--- src/core/flash_guard_pkg.sv ---
// shared constants and types for the flash abort guard ends
package flash_guard_pkg;
	localparam int ADDR_W  = 4;
	localparam int DATA_W  = 16;
	localparam int LEVEL_W = 2;
	localparam int CNT_W   = 16;

	// clock rate and abort blackout times
	localparam int CLK_MHZ        = 40;
	localparam int ABORT_BANK_US  = 100;
	localparam int ABORT_SEG_US   = 6;
	localparam int ABORT_BANK_CYC = ABORT_BANK_US * CLK_MHZ;
	localparam int ABORT_SEG_CYC  = ABORT_SEG_US * CLK_MHZ;

	// default operation and settling lengths in cycles
	localparam int WRITE_CYC_DEF      = 64;
	localparam int SEG_ERASE_CYC_DEF  = 1000;
	localparam int BANK_ERASE_CYC_DEF = 4000;
	localparam int MASS_ERASE_CYC_DEF = 4000;
	localparam int SETTLE_CYC_DEF     = 32;

	localparam logic [DATA_W-1:0] ERASED_WORD = 16'hFFFF;
	localparam logic              MON_LOW     = 1'h0;
	localparam logic              MON_HIGH    = 1'h1;

	typedef enum logic [1:0] {
		OP_WRITE      = 2'h0,
		OP_SEG_ERASE  = 2'h1,
		OP_BANK_ERASE = 2'h2,
		OP_MASS_ERASE = 2'h3
	} op_kind_type;

	typedef enum logic [0:0] {
		DEV_IDLE = 1'h0,
		DEV_BUSY = 1'h1
	} dev_state_type;

	typedef enum logic [2:0] {
		HOST_IDLE     = 3'h0,
		HOST_OP       = 3'h1,
		HOST_BLACKOUT = 3'h2,
		HOST_HI_WAIT  = 3'h3,
		HOST_CORE     = 3'h4,
		HOST_LO_WAIT  = 3'h5
	} host_state_type;
endpackage

--- src/core/flash_guard_if.sv ---
// link between the processor core end and the flash end
`timescale 1ns/1ps
interface flash_guard_if;
	// flash operations
	logic                                op_start;
	flash_guard_pkg::op_kind_type        op_kind;
	logic [flash_guard_pkg::ADDR_W-1:0]  op_addr;
	logic [flash_guard_pkg::DATA_W-1:0]  op_data;
	logic                                emergency_abort_bit;
	logic                                busy;
	// flash reads
	logic                                rd;
	logic                                rd_valid;
	logic                                rd_good;
	logic [flash_guard_pkg::DATA_W-1:0]  rd_data;
	// supply monitors
	logic                                mon_prog;
	logic                                mon_sel;
	logic [flash_guard_pkg::LEVEL_W-1:0] high_release_level_unit;
	logic                                high_monitor_enable;
	logic                                high_supervisor_enable;
	logic                                low_monitor_enable;
	logic                                low_monitor_full_perf;
	logic                                core_set;
	logic [flash_guard_pkg::LEVEL_W-1:0] core_level;
	logic                                flag_clr;
	logic                                high_settle_flag;
	logic                                monitor_settle_delay_flag;
	// interrupt request toward the core
	logic                                irq_req;

	modport device_end (
		input  op_start, op_kind, op_addr, op_data, emergency_abort_bit,
		input  rd, mon_prog, mon_sel, high_release_level_unit,
		input  high_monitor_enable, high_supervisor_enable,
		input  low_monitor_enable, low_monitor_full_perf,
		input  core_set, core_level, flag_clr,
		output busy, rd_valid, rd_good, rd_data,
		output high_settle_flag, monitor_settle_delay_flag, irq_req
	);
	modport host_end (
		output op_start, op_kind, op_addr, op_data, emergency_abort_bit,
		output rd, mon_prog, mon_sel, high_release_level_unit,
		output high_monitor_enable, high_supervisor_enable,
		output low_monitor_enable, low_monitor_full_perf,
		output core_set, core_level, flag_clr,
		input  busy, rd_valid, rd_good, rd_data,
		input  high_settle_flag, monitor_settle_delay_flag, irq_req
	);
endinterface // flash_guard_if

--- src/core/flash_abort_host.sv ---
// core end: issues flash work, aborts, irq gating, supply raise sequence
`timescale 1ns/1ps
module flash_abort_host (
	// clock and reset
	input  wire logic                                core_clk_in,
	input  wire logic                                reset_in,
	// link to the flash end
	flash_guard_if.host_end                          fl,
	// flash work requests
	input  wire logic                                op_req_in,
	input  wire flash_guard_pkg::op_kind_type        op_kind_in,
	input  wire logic [flash_guard_pkg::ADDR_W-1:0]  op_addr_in,
	input  wire logic [flash_guard_pkg::DATA_W-1:0]  op_data_in,
	input  wire logic                                other_bank_in,
	input  wire logic                                abort_req_in,
	// reads
	input  wire logic                                rd_req_in,
	input  wire logic [flash_guard_pkg::ADDR_W-1:0]  rd_addr_in,
	output logic                                     rd_valid_out,
	output logic                                     rd_good_out,
	output logic [flash_guard_pkg::DATA_W-1:0]       rd_data_out,
	// supply raise
	input  wire logic                                raise_req_in,
	input  wire logic [flash_guard_pkg::LEVEL_W-1:0] raise_level_in,
	output logic                                     raise_done_out,
	// interrupts and status
	output logic                                     irq_take_out,
	output logic                                     global_irq_enable_out,
	output logic                                     ready_out,
	output logic                                     blackout_out
);
	localparam int CW = flash_guard_pkg::CNT_W;
	localparam int LW = flash_guard_pkg::LEVEL_W;

	flash_guard_pkg::host_state_type     state_q, state_d;
	flash_guard_pkg::op_kind_type        kind_q, kind_d;
	logic [flash_guard_pkg::ADDR_W-1:0]  addr_q, addr_d;
	logic [flash_guard_pkg::DATA_W-1:0]  data_q, data_d;
	logic [CW-1:0]                       black_q, black_d;
	logic [LW-1:0]                       level_q, level_d;
	logic                                start_q, start_d, abort_q, abort_d;
	logic                                rd_q, rd_d, prog_q, prog_d;
	logic                                sel_q, sel_d, clr_q, clr_d;
	logic                                core_q, core_d;
	logic                                hi_en_q, hi_en_d, lo_en_q, lo_en_d;
	logic                                gie_q, gie_d, gie_save_q, gie_save_d;
	logic                                pend_q, pend_d, take_q, take_d;
	logic                                done_q, done_d;
	logic                                idle;

	assign idle = (state_q == flash_guard_pkg::HOST_IDLE);

	// main sequence: flash work, abort blackout and supply raise
	always_comb begin
		state_d = state_q;
		kind_d = kind_q;
		addr_d = addr_q;
		data_d = data_q;
		black_d = black_q;
		level_d = level_q;
		start_d = 1'b0;
		abort_d = 1'b0;
		rd_d = 1'b0;
		prog_d = 1'b0;
		sel_d = sel_q;
		clr_d = 1'b0;
		core_d = 1'b0;
		hi_en_d = hi_en_q;
		lo_en_d = lo_en_q;
		gie_d = gie_q;
		gie_save_d = gie_save_q;
		done_d = 1'b0;
		case (state_q)
			flash_guard_pkg::HOST_IDLE: begin
				if (raise_req_in) begin
					state_d = flash_guard_pkg::HOST_HI_WAIT;
					level_d = raise_level_in;
					prog_d = 1'b1;
					sel_d = flash_guard_pkg::MON_HIGH;
					hi_en_d = 1'b1;
				end else if (op_req_in) begin
					state_d = flash_guard_pkg::HOST_OP;
					start_d = 1'b1;
					kind_d = op_kind_in;
					addr_d = op_addr_in;
					data_d = op_data_in;
					gie_save_d = gie_q;
					if (op_kind_in != flash_guard_pkg::OP_WRITE &&
					    other_bank_in)
						gie_d = 1'b0;
				end else if (rd_req_in) begin
					rd_d = 1'b1;
					addr_d = rd_addr_in;
				end
			end
			flash_guard_pkg::HOST_OP: begin
				// busy shows one cycle after the start pulse
				if (abort_req_in && fl.busy) begin
					abort_d = 1'b1;
					state_d = flash_guard_pkg::HOST_BLACKOUT;
					if (kind_q == flash_guard_pkg::OP_BANK_ERASE ||
					    kind_q == flash_guard_pkg::OP_MASS_ERASE)
						black_d = CW'(flash_guard_pkg::ABORT_BANK_CYC);
					else
						black_d = CW'(flash_guard_pkg::ABORT_SEG_CYC);
				end else if (!fl.busy && !start_q) begin
					state_d = flash_guard_pkg::HOST_IDLE;
					gie_d = gie_save_q;
				end
			end
			flash_guard_pkg::HOST_BLACKOUT: begin
				// counted from the cycle the abort bit is set
				black_d = black_q - CW'(1);
				if (black_q <= CW'(2)) begin
					state_d = flash_guard_pkg::HOST_IDLE;
					gie_d = gie_save_q;
				end
			end
			flash_guard_pkg::HOST_HI_WAIT: begin
				if (fl.high_settle_flag && !prog_q) begin
					clr_d = 1'b1;
					state_d = flash_guard_pkg::HOST_CORE;
				end
			end
			flash_guard_pkg::HOST_CORE: begin
				core_d = 1'b1;
				prog_d = 1'b1;
				sel_d = flash_guard_pkg::MON_LOW;
				lo_en_d = 1'b1;
				state_d = flash_guard_pkg::HOST_LO_WAIT;
			end
			flash_guard_pkg::HOST_LO_WAIT: begin
				// no reads are issued here, so none meets the expiry
				if (fl.monitor_settle_delay_flag && !prog_q) begin
					clr_d = 1'b1;
					done_d = 1'b1;
					state_d = flash_guard_pkg::HOST_IDLE;
				end
			end
			default: state_d = flash_guard_pkg::HOST_IDLE;
		endcase
	end

	// pending interrupts wait for the enable; new request wins over take
	always_comb begin
		take_d = pend_q && gie_q;
		pend_d = fl.irq_req || (pend_q && !take_d);
	end

	always_ff @(posedge core_clk_in) begin
		if (reset_in) begin
			state_q <= flash_guard_pkg::HOST_IDLE;
			kind_q <= flash_guard_pkg::OP_WRITE;
			addr_q <= '0;
			data_q <= '0;
			black_q <= '0;
			level_q <= '0;
			start_q <= 1'b0;
			abort_q <= 1'b0;
			rd_q <= 1'b0;
			prog_q <= 1'b0;
			sel_q <= flash_guard_pkg::MON_LOW;
			clr_q <= 1'b0;
			core_q <= 1'b0;
			hi_en_q <= 1'b0;
			lo_en_q <= 1'b0;
			gie_q <= 1'b1;
			gie_save_q <= 1'b1;
			pend_q <= 1'b0;
			take_q <= 1'b0;
			done_q <= 1'b0;
		end else begin
			state_q <= state_d;
			kind_q <= kind_d;
			addr_q <= addr_d;
			data_q <= data_d;
			black_q <= black_d;
			level_q <= level_d;
			start_q <= start_d;
			abort_q <= abort_d;
			rd_q <= rd_d;
			prog_q <= prog_d;
			sel_q <= sel_d;
			clr_q <= clr_d;
			core_q <= core_d;
			hi_en_q <= hi_en_d;
			lo_en_q <= lo_en_d;
			gie_q <= gie_d;
			gie_save_q <= gie_save_d;
			pend_q <= pend_d;
			take_q <= take_d;
			done_q <= done_d;
		end
	end

	assign fl.op_start = start_q;
	assign fl.op_kind = kind_q;
	assign fl.op_addr = addr_q;
	assign fl.op_data = data_q;
	assign fl.emergency_abort_bit = abort_q;
	assign fl.rd = rd_q;
	assign fl.mon_prog = prog_q;
	assign fl.mon_sel = sel_q;
	assign fl.high_release_level_unit = level_q;
	assign fl.high_monitor_enable = hi_en_q;
	assign fl.high_supervisor_enable = hi_en_q;
	assign fl.low_monitor_enable = lo_en_q;
	assign fl.low_monitor_full_perf = 1'b0;
	assign fl.core_set = core_q;
	assign fl.core_level = level_q;
	assign fl.flag_clr = clr_q;
	assign rd_valid_out = fl.rd_valid;
	assign rd_good_out = fl.rd_good;
	assign rd_data_out = fl.rd_data;
	assign raise_done_out = done_q;
	assign irq_take_out = take_q;
	assign global_irq_enable_out = gie_q;
	assign ready_out = idle;
	assign blackout_out = (state_q == flash_guard_pkg::HOST_BLACKOUT);
endmodule // flash_abort_host

--- src/flat_wrapper.sv ---
// flat-port wrapper written by rule: the top's interface ports become plain ports
module flash_abort_host_flat 
  (core_clk_in, reset_in, op_req_in, op_kind_in, op_addr_in, op_data_in, other_bank_in, abort_req_in, rd_req_in, rd_addr_in, rd_valid_out, rd_good_out, rd_data_out, raise_req_in, raise_level_in, raise_done_out, irq_take_out, global_irq_enable_out, ready_out, blackout_out, fl_op_start, fl_op_kind, fl_op_addr, fl_op_data, fl_emergency_abort_bit, fl_rd, fl_mon_prog, fl_mon_sel, fl_high_release_level_unit, fl_high_monitor_enable, fl_high_supervisor_enable, fl_low_monitor_enable, fl_low_monitor_full_perf, fl_core_set, fl_core_level, fl_flag_clr, fl_busy, fl_rd_valid, fl_rd_good, fl_rd_data, fl_high_settle_flag, fl_monitor_settle_delay_flag, fl_irq_req);
  flash_guard_if fl_i ();
  input  wire logic core_clk_in;
  input  wire logic reset_in;
  input  wire logic op_req_in;
  input  wire flash_guard_pkg::op_kind_type op_kind_in;
  input  wire logic [flash_guard_pkg::ADDR_W-1:0] op_addr_in;
  input  wire logic [flash_guard_pkg::DATA_W-1:0] op_data_in;
  input  wire logic other_bank_in;
  input  wire logic abort_req_in;
  input  wire logic rd_req_in;
  input  wire logic [flash_guard_pkg::ADDR_W-1:0] rd_addr_in;
  output logic rd_valid_out;
  output logic rd_good_out;
  output logic [flash_guard_pkg::DATA_W-1:0] rd_data_out;
  input  wire logic raise_req_in;
  input  wire logic [flash_guard_pkg::LEVEL_W-1:0] raise_level_in;
  output logic raise_done_out;
  output logic irq_take_out;
  output logic global_irq_enable_out;
  output logic ready_out;
  output logic blackout_out;
  output wire logic [$bits(fl_i.op_start)-1:0] fl_op_start;
  output wire logic [$bits(fl_i.op_kind)-1:0] fl_op_kind;
  output wire logic [$bits(fl_i.op_addr)-1:0] fl_op_addr;
  output wire logic [$bits(fl_i.op_data)-1:0] fl_op_data;
  output wire logic [$bits(fl_i.emergency_abort_bit)-1:0] fl_emergency_abort_bit;
  output wire logic [$bits(fl_i.rd)-1:0] fl_rd;
  output wire logic [$bits(fl_i.mon_prog)-1:0] fl_mon_prog;
  output wire logic [$bits(fl_i.mon_sel)-1:0] fl_mon_sel;
  output wire logic [$bits(fl_i.high_release_level_unit)-1:0] fl_high_release_level_unit;
  output wire logic [$bits(fl_i.high_monitor_enable)-1:0] fl_high_monitor_enable;
  output wire logic [$bits(fl_i.high_supervisor_enable)-1:0] fl_high_supervisor_enable;
  output wire logic [$bits(fl_i.low_monitor_enable)-1:0] fl_low_monitor_enable;
  output wire logic [$bits(fl_i.low_monitor_full_perf)-1:0] fl_low_monitor_full_perf;
  output wire logic [$bits(fl_i.core_set)-1:0] fl_core_set;
  output wire logic [$bits(fl_i.core_level)-1:0] fl_core_level;
  output wire logic [$bits(fl_i.flag_clr)-1:0] fl_flag_clr;
  input wire logic [$bits(fl_i.busy)-1:0] fl_busy;
  input wire logic [$bits(fl_i.rd_valid)-1:0] fl_rd_valid;
  input wire logic [$bits(fl_i.rd_good)-1:0] fl_rd_good;
  input wire logic [$bits(fl_i.rd_data)-1:0] fl_rd_data;
  input wire logic [$bits(fl_i.high_settle_flag)-1:0] fl_high_settle_flag;
  input wire logic [$bits(fl_i.monitor_settle_delay_flag)-1:0] fl_monitor_settle_delay_flag;
  input wire logic [$bits(fl_i.irq_req)-1:0] fl_irq_req;
  assign fl_op_start = fl_i.op_start;
  assign fl_op_kind = fl_i.op_kind;
  assign fl_op_addr = fl_i.op_addr;
  assign fl_op_data = fl_i.op_data;
  assign fl_emergency_abort_bit = fl_i.emergency_abort_bit;
  assign fl_rd = fl_i.rd;
  assign fl_mon_prog = fl_i.mon_prog;
  assign fl_mon_sel = fl_i.mon_sel;
  assign fl_high_release_level_unit = fl_i.high_release_level_unit;
  assign fl_high_monitor_enable = fl_i.high_monitor_enable;
  assign fl_high_supervisor_enable = fl_i.high_supervisor_enable;
  assign fl_low_monitor_enable = fl_i.low_monitor_enable;
  assign fl_low_monitor_full_perf = fl_i.low_monitor_full_perf;
  assign fl_core_set = fl_i.core_set;
  assign fl_core_level = fl_i.core_level;
  assign fl_flag_clr = fl_i.flag_clr;
  assign fl_i.busy = fl_busy;
  assign fl_i.rd_valid = fl_rd_valid;
  assign fl_i.rd_good = fl_rd_good;
  assign fl_i.rd_data = fl_rd_data;
  assign fl_i.high_settle_flag = fl_high_settle_flag;
  assign fl_i.monitor_settle_delay_flag = fl_monitor_settle_delay_flag;
  assign fl_i.irq_req = fl_irq_req;
  flash_abort_host u_core (.core_clk_in(core_clk_in), .reset_in(reset_in), .fl(fl_i), .op_req_in(op_req_in), .op_kind_in(op_kind_in), .op_addr_in(op_addr_in), .op_data_in(op_data_in), .other_bank_in(other_bank_in), .abort_req_in(abort_req_in), .rd_req_in(rd_req_in), .rd_addr_in(rd_addr_in), .rd_valid_out(rd_valid_out), .rd_good_out(rd_good_out), .rd_data_out(rd_data_out), .raise_req_in(raise_req_in), .raise_level_in(raise_level_in), .raise_done_out(raise_done_out), .irq_take_out(irq_take_out), .global_irq_enable_out(global_irq_enable_out), .ready_out(ready_out), .blackout_out(blackout_out));
endmodule
--- config.mk ---
export PLATFORM = sky130hd
export DESIGN_NAME = flash_abort_host_flat
export DESIGN_NICKNAME = d
export VERILOG_FILES = /design/src/core/flash_guard_pkg.sv /design/src/core/flash_guard_if.sv /design/src/core/flash_abort_host.sv /design/src/flat_wrapper.sv
export SDC_FILE = /design/constraint.sdc
export NUM_CORES = 1
export LEC_CHECK = 0
export ABC_CLOCK_PERIOD_IN_PS = 1850
export BUFFER_PORTS_ARGS = -buffer_cell sky130_fd_sc_hd__buf_2
export CAP_MARGIN = 20
export CORE_MARGIN = 1.5
export CORE_UTILIZATION = 44
export CTS_BUF_LIST = sky130_fd_sc_hd__clkbuf_8
export DETAILED_ROUTE_END_ITERATION = 8
export PLACE_DENSITY = 0.78
export SLEW_MARGIN = 20
export SYNTH_ARGS = -nofsm -noshare
export SYNTH_HDL_FRONTEND = slang
export SYNTH_SLANG_ARGS = --single-unit
--- constraint.sdc ---
create_clock -name core_clk_in -period 1.85 [get_ports core_clk_in]
set_input_delay 0.555 -clock core_clk_in [delete_from_list [all_inputs] [get_ports core_clk_in]]
set_output_delay 0.555 -clock core_clk_in [all_outputs]
set_load 0.05 [all_outputs]
==> results of run 1 <==
-- how the worst max path moves through the flow --
stage	endpoint	slack, ns
final	blackout_out	0.03
after global routing	blackout_out	0.002
after CTS	blackout_out	0.005
after detailed placement	u_core.black_q[14]	0.1
after global placement	u_core.black_q[14]	0.14
after floorplan	u_core.black_q[14]	0.02
-- routing by layer --
layer  global-route usage  vias to the layer above  routed length (um)
met5                    0                        -                   0
met4               0.1190                        0                  91
met3              0.06364                       11                 495
met2               0.3008                       90                2787
met1               0.2344                     1096                2708
li1                     -                     1227                   -
-- repair_timing --
action,in CTS,in global routing
pin swaps,0,1
setup buffers,1,2
endpoints found under the setup margin,1,6
hold buffers,0,0
gates resized for setup,5,6
-- Yosys cell counts (4+ instances only) --
cell and n:
nor2_1 36, inv_1 9, nor4_1 7, a31oi_1 4, a211oi_1 9, nor3_1 5, mux2i_1 7, nand4_1 4
clkbuf_1 14, nand2_1 51, o21ai_0 6, a21oi_1 35, dfxtp_1 57, buf_4 23
-- logic make-up after synthesis --
kind of cell,synth area share
fa+ha+maj,0.009473
simple gates,0.2425
compound gates,0.1630
other cells,0.001420
xor+xnor,0.003317
buf+inv,0.1132
flops,0.4320
mux,0.03505
-- worst min-delay path, stage by stage --
cell and delay, ns:
buf_2 0.08, a21oi_1 0.03, nor2_1 0.06
-- power by group through the flow --
stage / clock network [W] / logic (W) / registers, W
after floorplan: 0 / 0.00101 / 0.00181
after global placement: 0 / 0.00148 / 0.00160
after detailed placement: 0 / 0.00150 / 0.00160
after CTS: 0.00145 / 0.00154 / 0.00158
after global routing: 0.00150 / 0.00172 / 0.00161
final: 0.00142 / 0.00158 / 0.00159
-- sequential cells by signal, indices dropped and copies added, names as in the netlist --
name	flops
u_core.pend_q	1
u_core.fl.mon_prog	1
u_core.fl.mon_sel	1
u_core.gie_save_q	1
u_core.fl.op_addr	4
u_core.fl.rd	1
u_core.fl.op_kind	2
u_core.fl.op_start	1
u_core.irq_take_out	1
u_core.fl.high_monitor_enable	1
u_core.fl.op_data	16
u_core.raise_done_out	1
u_core.fl.low_monitor_enable	1
u_core.fl.core_set	1
u_core.fl.core_level	2
u_core.black_q	16
u_core.fl.flag_clr	1
u_core.fl.emergency_abort_bit	1
u_core.global_irq_enable_out	1
u_core.state_q	3
-- layout by cell type, fill, tap and decap left out, types with 2 or more instances in the layout --
cell type / instances
clkbuf_8: 10
or2_2: 2
nand2b_1: 3
and2_1: 2
a311oi_1: 3
nor2_1: 36
and3_1: 2
mux2_2: 2
o31ai_1: 3
buf_2: 77
mux2i_1: 7
a31oi_1: 4
nand3_1: 3
nand4b_1: 2
nor3_1: 4
nor4_4: 2
buf_12: 2
nor3b_1: 2
dfxtp_1: 56
inv_1: 9
nand4_1: 4
ha_1: 2
nor4_1: 6
buf_4: 16
a21oi_1: 35
o21ai_0: 6
a211oi_1: 9
o211ai_1: 2
o311ai_0: 2
nand2_1: 51
bufinv_16: 3
-- through the flow --
step	setup WS (ns)	hold slack (ns)	instance area (um2)
after detailed placement	0.09811	0.4441	3019
after global placement	0.1399	0.4392	3019
final	0.03211	0.4297	3323
after floorplan	0.01728	0.4411	2653
after CTS	0.005063	0.4149	3289
after global routing	0.002427	0.4373	3323
-- cell type report --
| type | count | area [um2] |
|---|---|---|
| Clock buffer | 10 | 137.6 |
| Clock inverter | 6 | 106.4 |
| Fill cell | 530 | 2527 |
| Inverter | 10 | 42.54 |
| Multi-Input combinational cell | 213 | 1232 |
| Sequential cell | 57 | 1142 |
| Tap cell | 75 | 93.84 |
| Timing Repair Buffer | 97 | 568.0 |
==> flow_metrics.py, run 1 <==
metrics = {
    "route": {
        "wl_per_cell_um": 13.00,
        "first_pass_iters": 4,
        "drt_iter0_drc": 154,
        "final_antenna_net_count": 0,
        "drc": 0,
        "vias": 2424,
        "routed_wl_um": 6083,
        "vias_per_cell": 5.179,
    },
    "critical_path": {
        "critPathMaxFanout": 4,
        "crit_start": "u_core.state_q[1]",
        "worstReg2RegStart": "u_core.state_q[1]",
        "worstPathRequired_ns": 1.29,
        "cp_num_cells": 4,
        "crit_family": "simple AND/OR/NAND/NOR gates",
        "arrival_ns": 1.26,
        "crit_path_end_kind": "output port",
        "reg2reg_depth": 8,
        "worstPathCellList": "inv_2, or3_4, clkinv_4, buf_8",
        "critPathBufInv": 3,
        "max_stage_delay_ns": 0.34,
        "critPathKind": "reg -> out",
        "reg2reg_to": "u_core.black_q[15]",
        "critPathSlowestCell": "or3_4",
        "r2r_slack_ns": 0.07,
        "start_kind": "flop",
    },
    "synth": {
        "synth.area.top_cells": "dfxtp_1 (43%), nand2_1 (7.2%), a21oi_1 (6.6%)",
        "synth-async-reset-ratio": 0,
        "synth_cell_types": 47,
        "seq_area_frac_synth": 0.4320,
        "ys_ff_latch": 57,
        "synth_edf_count": 0,
        "yosys_warnings": 0,
        "syn_nets": 382,
        "synth_top_area_frac": 0.4320,
        "synth_ff_type": "dfxtp_1",
        "syn-instance-count": 323,
        "yosys.area.top_type": "dfxtp_1",
        "postSynthAreaPerCell_um2": 8.177,
        "synth_area_um2": 2641,
    },
    "placement": {
        "port-buffer-count": 79,
        "place.gp.congestion": 0.9212,
        "post-place-cells": 449,
        "dp_hpwl_um": 4312,
    },
    "floorplan": {
        "dieArea_um2": 6477,
        "pin_count": 117,
        "core_um2": 5851,
        "dieWidth_um": 80.48,
        "dieHeight_um": 80.48,
        "initial_utilization": 0.4515,
        "rows": 28,
    },
    "clock_network": {
        "htreeDepth": 3,
        "cts_num_sinks": 57,
        "insertion_delay_ns": 0.33,
        "cts_inserted_buffers": 9,
        "tritoncts": "done",
        "cts_root_buffer": "clkbuf_8",
        "clkSlewWorstSetupHoldPaths_ns": 0.07,
        "cts_buffer_depth": 2,
    },
    "layout": {
        "syn_to_final_growth_pct": 25.82,
        "diodes": 0,
        "fin_util": 0.5680,
        "fin_nets": 447,
        "drive_gt1_frac": 0.3232,
        "finalNonFillerCells": 468,
    },
    "power_and_ir_drop": {
        "p_per_area_nw_per_um2": 1380,
        "swShare": 0.3603,
        "power_switching_w": 0.001653,
        "combPwrFrac": 0.344,
        "p_int_w": 0.002935,
        "power_frac_clock": 0.309,
        "p_leak_nw": 1.466,
        "total_power_w": 0.004587,
        "seqPwrFrac": 0.347,
        "ir_worst_vdd_mv": 0.6811,
    },
    "sta": {
        "final-setup-viol-count": 0,
        "final-hold-violation-count": 0,
        "fin_setup_tns_ns": 0,
        "slew_viol_final": 0,
        "min_period_ns": 1.818,
        "rsz0062_at_grt": "no",
        "fin_crit_sh": 0.9826,
        "clock.fmax_mhz": 550.1,
        "fin_skew_ns": 0.005704,
    },
    "min_path": {
        "holdPathEnd": "u_core.pend_q",
        "hold_depth": 3,
        "holdCritStartpoint": "fl_irq_req",
        "hold_path_class": "in -> reg",
    },
    "outcome": {
        "status": "completed",
    },
    "grt": {
        "antenna_found_initial": 0,
        "grt-ovfl-total": 0,
        "grt_max_degree": 27,
        "grt_pass1_vias": 2163,
        "track_usage": 0.1954,
        "grt_first_pass_wirelength_um": 9687,
    },
    "job": {
        "max_cap_viol_count": 0,
    },
}
(Power assumes the default switching activity.)
==> inputs of run 2 (changes only) <==
--- a/config.mk
+++ b/config.mk
@@ -9,10 +9,9 @@
 export BUFFER_PORTS_ARGS = -buffer_cell sky130_fd_sc_hd__buf_2
 export CAP_MARGIN = 20
 export CORE_MARGIN = 1.5
-export CORE_UTILIZATION = 44
-export CTS_BUF_LIST = sky130_fd_sc_hd__clkbuf_8
+export CORE_UTILIZATION = 42
 export DETAILED_ROUTE_END_ITERATION = 8
-export PLACE_DENSITY = 0.78
+export PLACE_DENSITY = 0.75
 export SLEW_MARGIN = 20
 export SYNTH_ARGS = -nofsm -noshare
 export SYNTH_HDL_FRONTEND = slang
==> flow_metrics.py, run 2 (synthesis gave the netlist of run 1 again) <==
metrics = {
    "placement": {
        "post-place-cells": 454,
        "place.gp.congestion": 0.8923,
        "port-buffer-count": 79,
        "dp_hpwl_um": 4383,
    },
    "floorplan": {
        "pin_count": 117,
        "core_um2": 5991,
        "initial_utilization": 0.4409,
        "rows": 28,
        "dieArea_um2": 6773,
        "dieHeight_um": 82.30,
        "dieWidth_um": 82.30,
    },
    "layout": {
        "layout_commonest_cell": "buf_2",
        "diodes": 0,
        "syn_to_final_growth_pct": 26.34,
        "fin_util": 0.5570,
        "finalNonFillerCells": 472,
        "layout_common_cells": "buf_2 (77), dfxtp_1 (56), nand2_1 (51)",
        "drive_gt1_frac": 0.3300,
        "fin_nets": 451,
    },
    "clock_network": {
        "htreeDepth": 3,
        "hold_buffers": 0,
        "cts_root_buffer": "clkbuf_8",
        "clkSlewWorstSetupHoldPaths_ns": 0.07,
        "tritoncts": "done",
        "cts_num_sinks": 57,
        "cts_inserted_buffers": 9,
        "insertion_delay_ns": 0.34,
        "cts_buffer_depth": 2,
    },
    "min_path": {
        "hold_depth": 3,
        "holdPathEnd": "u_core.pend_q",
        "holdCritStartpoint": "fl_irq_req",
        "hold_path_class": "in -> reg",
    },
    "critical_path": {
        "reg2reg_depth": 8,
        "worstPathCellList": "inv_2, or3_4, clkinv_4, buf_8",
        "start_kind": "flop",
        "crit_path_end_kind": "output port",
        "critPathSlowestCell": "dfxtp_2",
        "max_stage_delay_ns": 0.34,
        "crit_family": "flip-flops",
        "critPathBufInv": 3,
        "worstPathRequired_ns": 1.29,
        "critPathKind": "reg -> out",
        "critPathMaxFanout": 4,
        "worstReg2RegStart": "u_core.state_q[1]",
        "reg2reg_to": "u_core.black_q[15]",
        "arrival_ns": 1.27,
        "r2r_slack_ns": 0.09,
    },
    "grt": {
        "grt-ovfl-total": 0,
        "track_usage": 0.1918,
        "grt_first_pass_wirelength_um": 9784,
        "grt_pass1_vias": 2249,
        "antenna_found_initial": 0,
        "grt_max_degree": 28,
    },
    "route": {
        "vias_per_cell": 5.148,
        "final_antenna_net_count": 0,
        "drt_iter0_drc": 176,
        "wl_per_cell_um": 12.92,
        "drc": 0,
        "first_pass_iters": 4,
        "vias": 2430,
        "routed_wl_um": 6099,
    },
    "power_and_ir_drop": {
        "ir_worst_vdd_mv": 0.6095,
        "p_leak_nw": 1.482,
        "p_per_area_nw_per_um2": 1357,
    },
    "sta": {
        "slew_viol_final": 0,
        "fin_setup_tns_ns": 0,
        "maxSlewHeadroom": 0.6532,
        "whs_ns": 0.4224,
        "tightestPinTransition_ns": 0.5202,
        "fin_skew_ns": 0.008964,
        "rsz0062_at_grt": "yes",
        "final-hold-violation-count": 0,
        "min_period_ns": 1.828,
        "fin_crit_sh": 0.9881,
        "clock.fmax_mhz": 547.1,
        "final-setup-viol-count": 0,
    },
    "job": {
        "max_cap_viol_count": 0,
    },
    "outcome": {
        "status": "completed",
    },
}
## run 2: changes by cell type in the layout (fill, tap and decap cells not counted), sizes merged
cell | before | now
inv | 10 | 9
clkinv | 2 | 3
buf | 96 | 101
bufinv | 3 | 2
## run 2: routing by layer
metal / track usage / up-vias / part of all wire
met3: 0.06044 / 13 / 0.076
met5: 0 / - / 0
met1: 0.2402 / 1104 / 0.46
li1: - / 1236 / -
met4: 0.1169 / 0 / 0.020
met2: 0.2854 / 77 / 0.44
## run 2: metrics by stage
| stage | cell area [um2] | power, W | worst slack (ns) |
|---|---|---|---|
| CTS | 3319 | 0.004496 | 0.001055 |
| global placement | 3057 | 0.003077 | 0.1453 |
| finish | 3337 | 0.004528 | 0.02209 |
| global route | 3337 | 0.004777 | -0.02242 |
| detailed placement | 3057 | 0.003106 | 0.08499 |
| floorplan | 2653 | 0.002815 | 0.01728 |
## run 2: repair_timing
item / 4_1_cts / 5_1_grt
pin swaps: 1 / 2
gates resized for setup: 8 / 3
setup endpoints to repair: 2 / 5
buffers inserted: 1 / 2
## run 2: power by group
group / internal [W] / switching, W / leakage [nW] / total [W]
logic: 0.000636 / 0.000969 / 0.901 / 0.00160
registers: 0.00140 / 0.000180 / 0.466 / 0.00158
clock network: 0.000827 / 0.000516 / 0.115 / 0.00134
total: 0.00286 / 0.00166 / 1.48 / 0.00453
## run 2: layout make-up
| class | instances | area (um2) |
|---|---|---|
| clock buffers | 11 | 151.4 |
| clock inverters | 5 | 77.57 |
| repair buffers | 101 | 601.8 |
| well taps | 75 | 93.84 |
| fillers | 556 | 2654 |
| multi-input cells | 213 | 1227 |
| flip-flops and latches | 57 | 1142 |
| inverters | 10 | 42.54 |
## run 2: tightest hold or removal path: stages
cell and delay, ns:
buf_2 0.08, a21oi_1 0.03, nor2_1 0.06
## run 2: how the worst max path moves through the flow
stage                          to               from  cells past startpoint  slack (ns)
6_report             blackout_out  u_core.state_q[1]                      4        0.02
5_1_grt              blackout_out  u_core.state_q[1]                      4       -0.02
4_1_cts              blackout_out  u_core.state_q[1]                      4       0.001
3_5_place_dp   u_core.black_q[14]  u_core.state_q[1]                      7        0.08
3_3_place_gp   u_core.black_q[14]  u_core.state_q[1]                      7        0.15
2_1_floorplan  u_core.black_q[14]  u_core.state_q[2]                      8        0.02
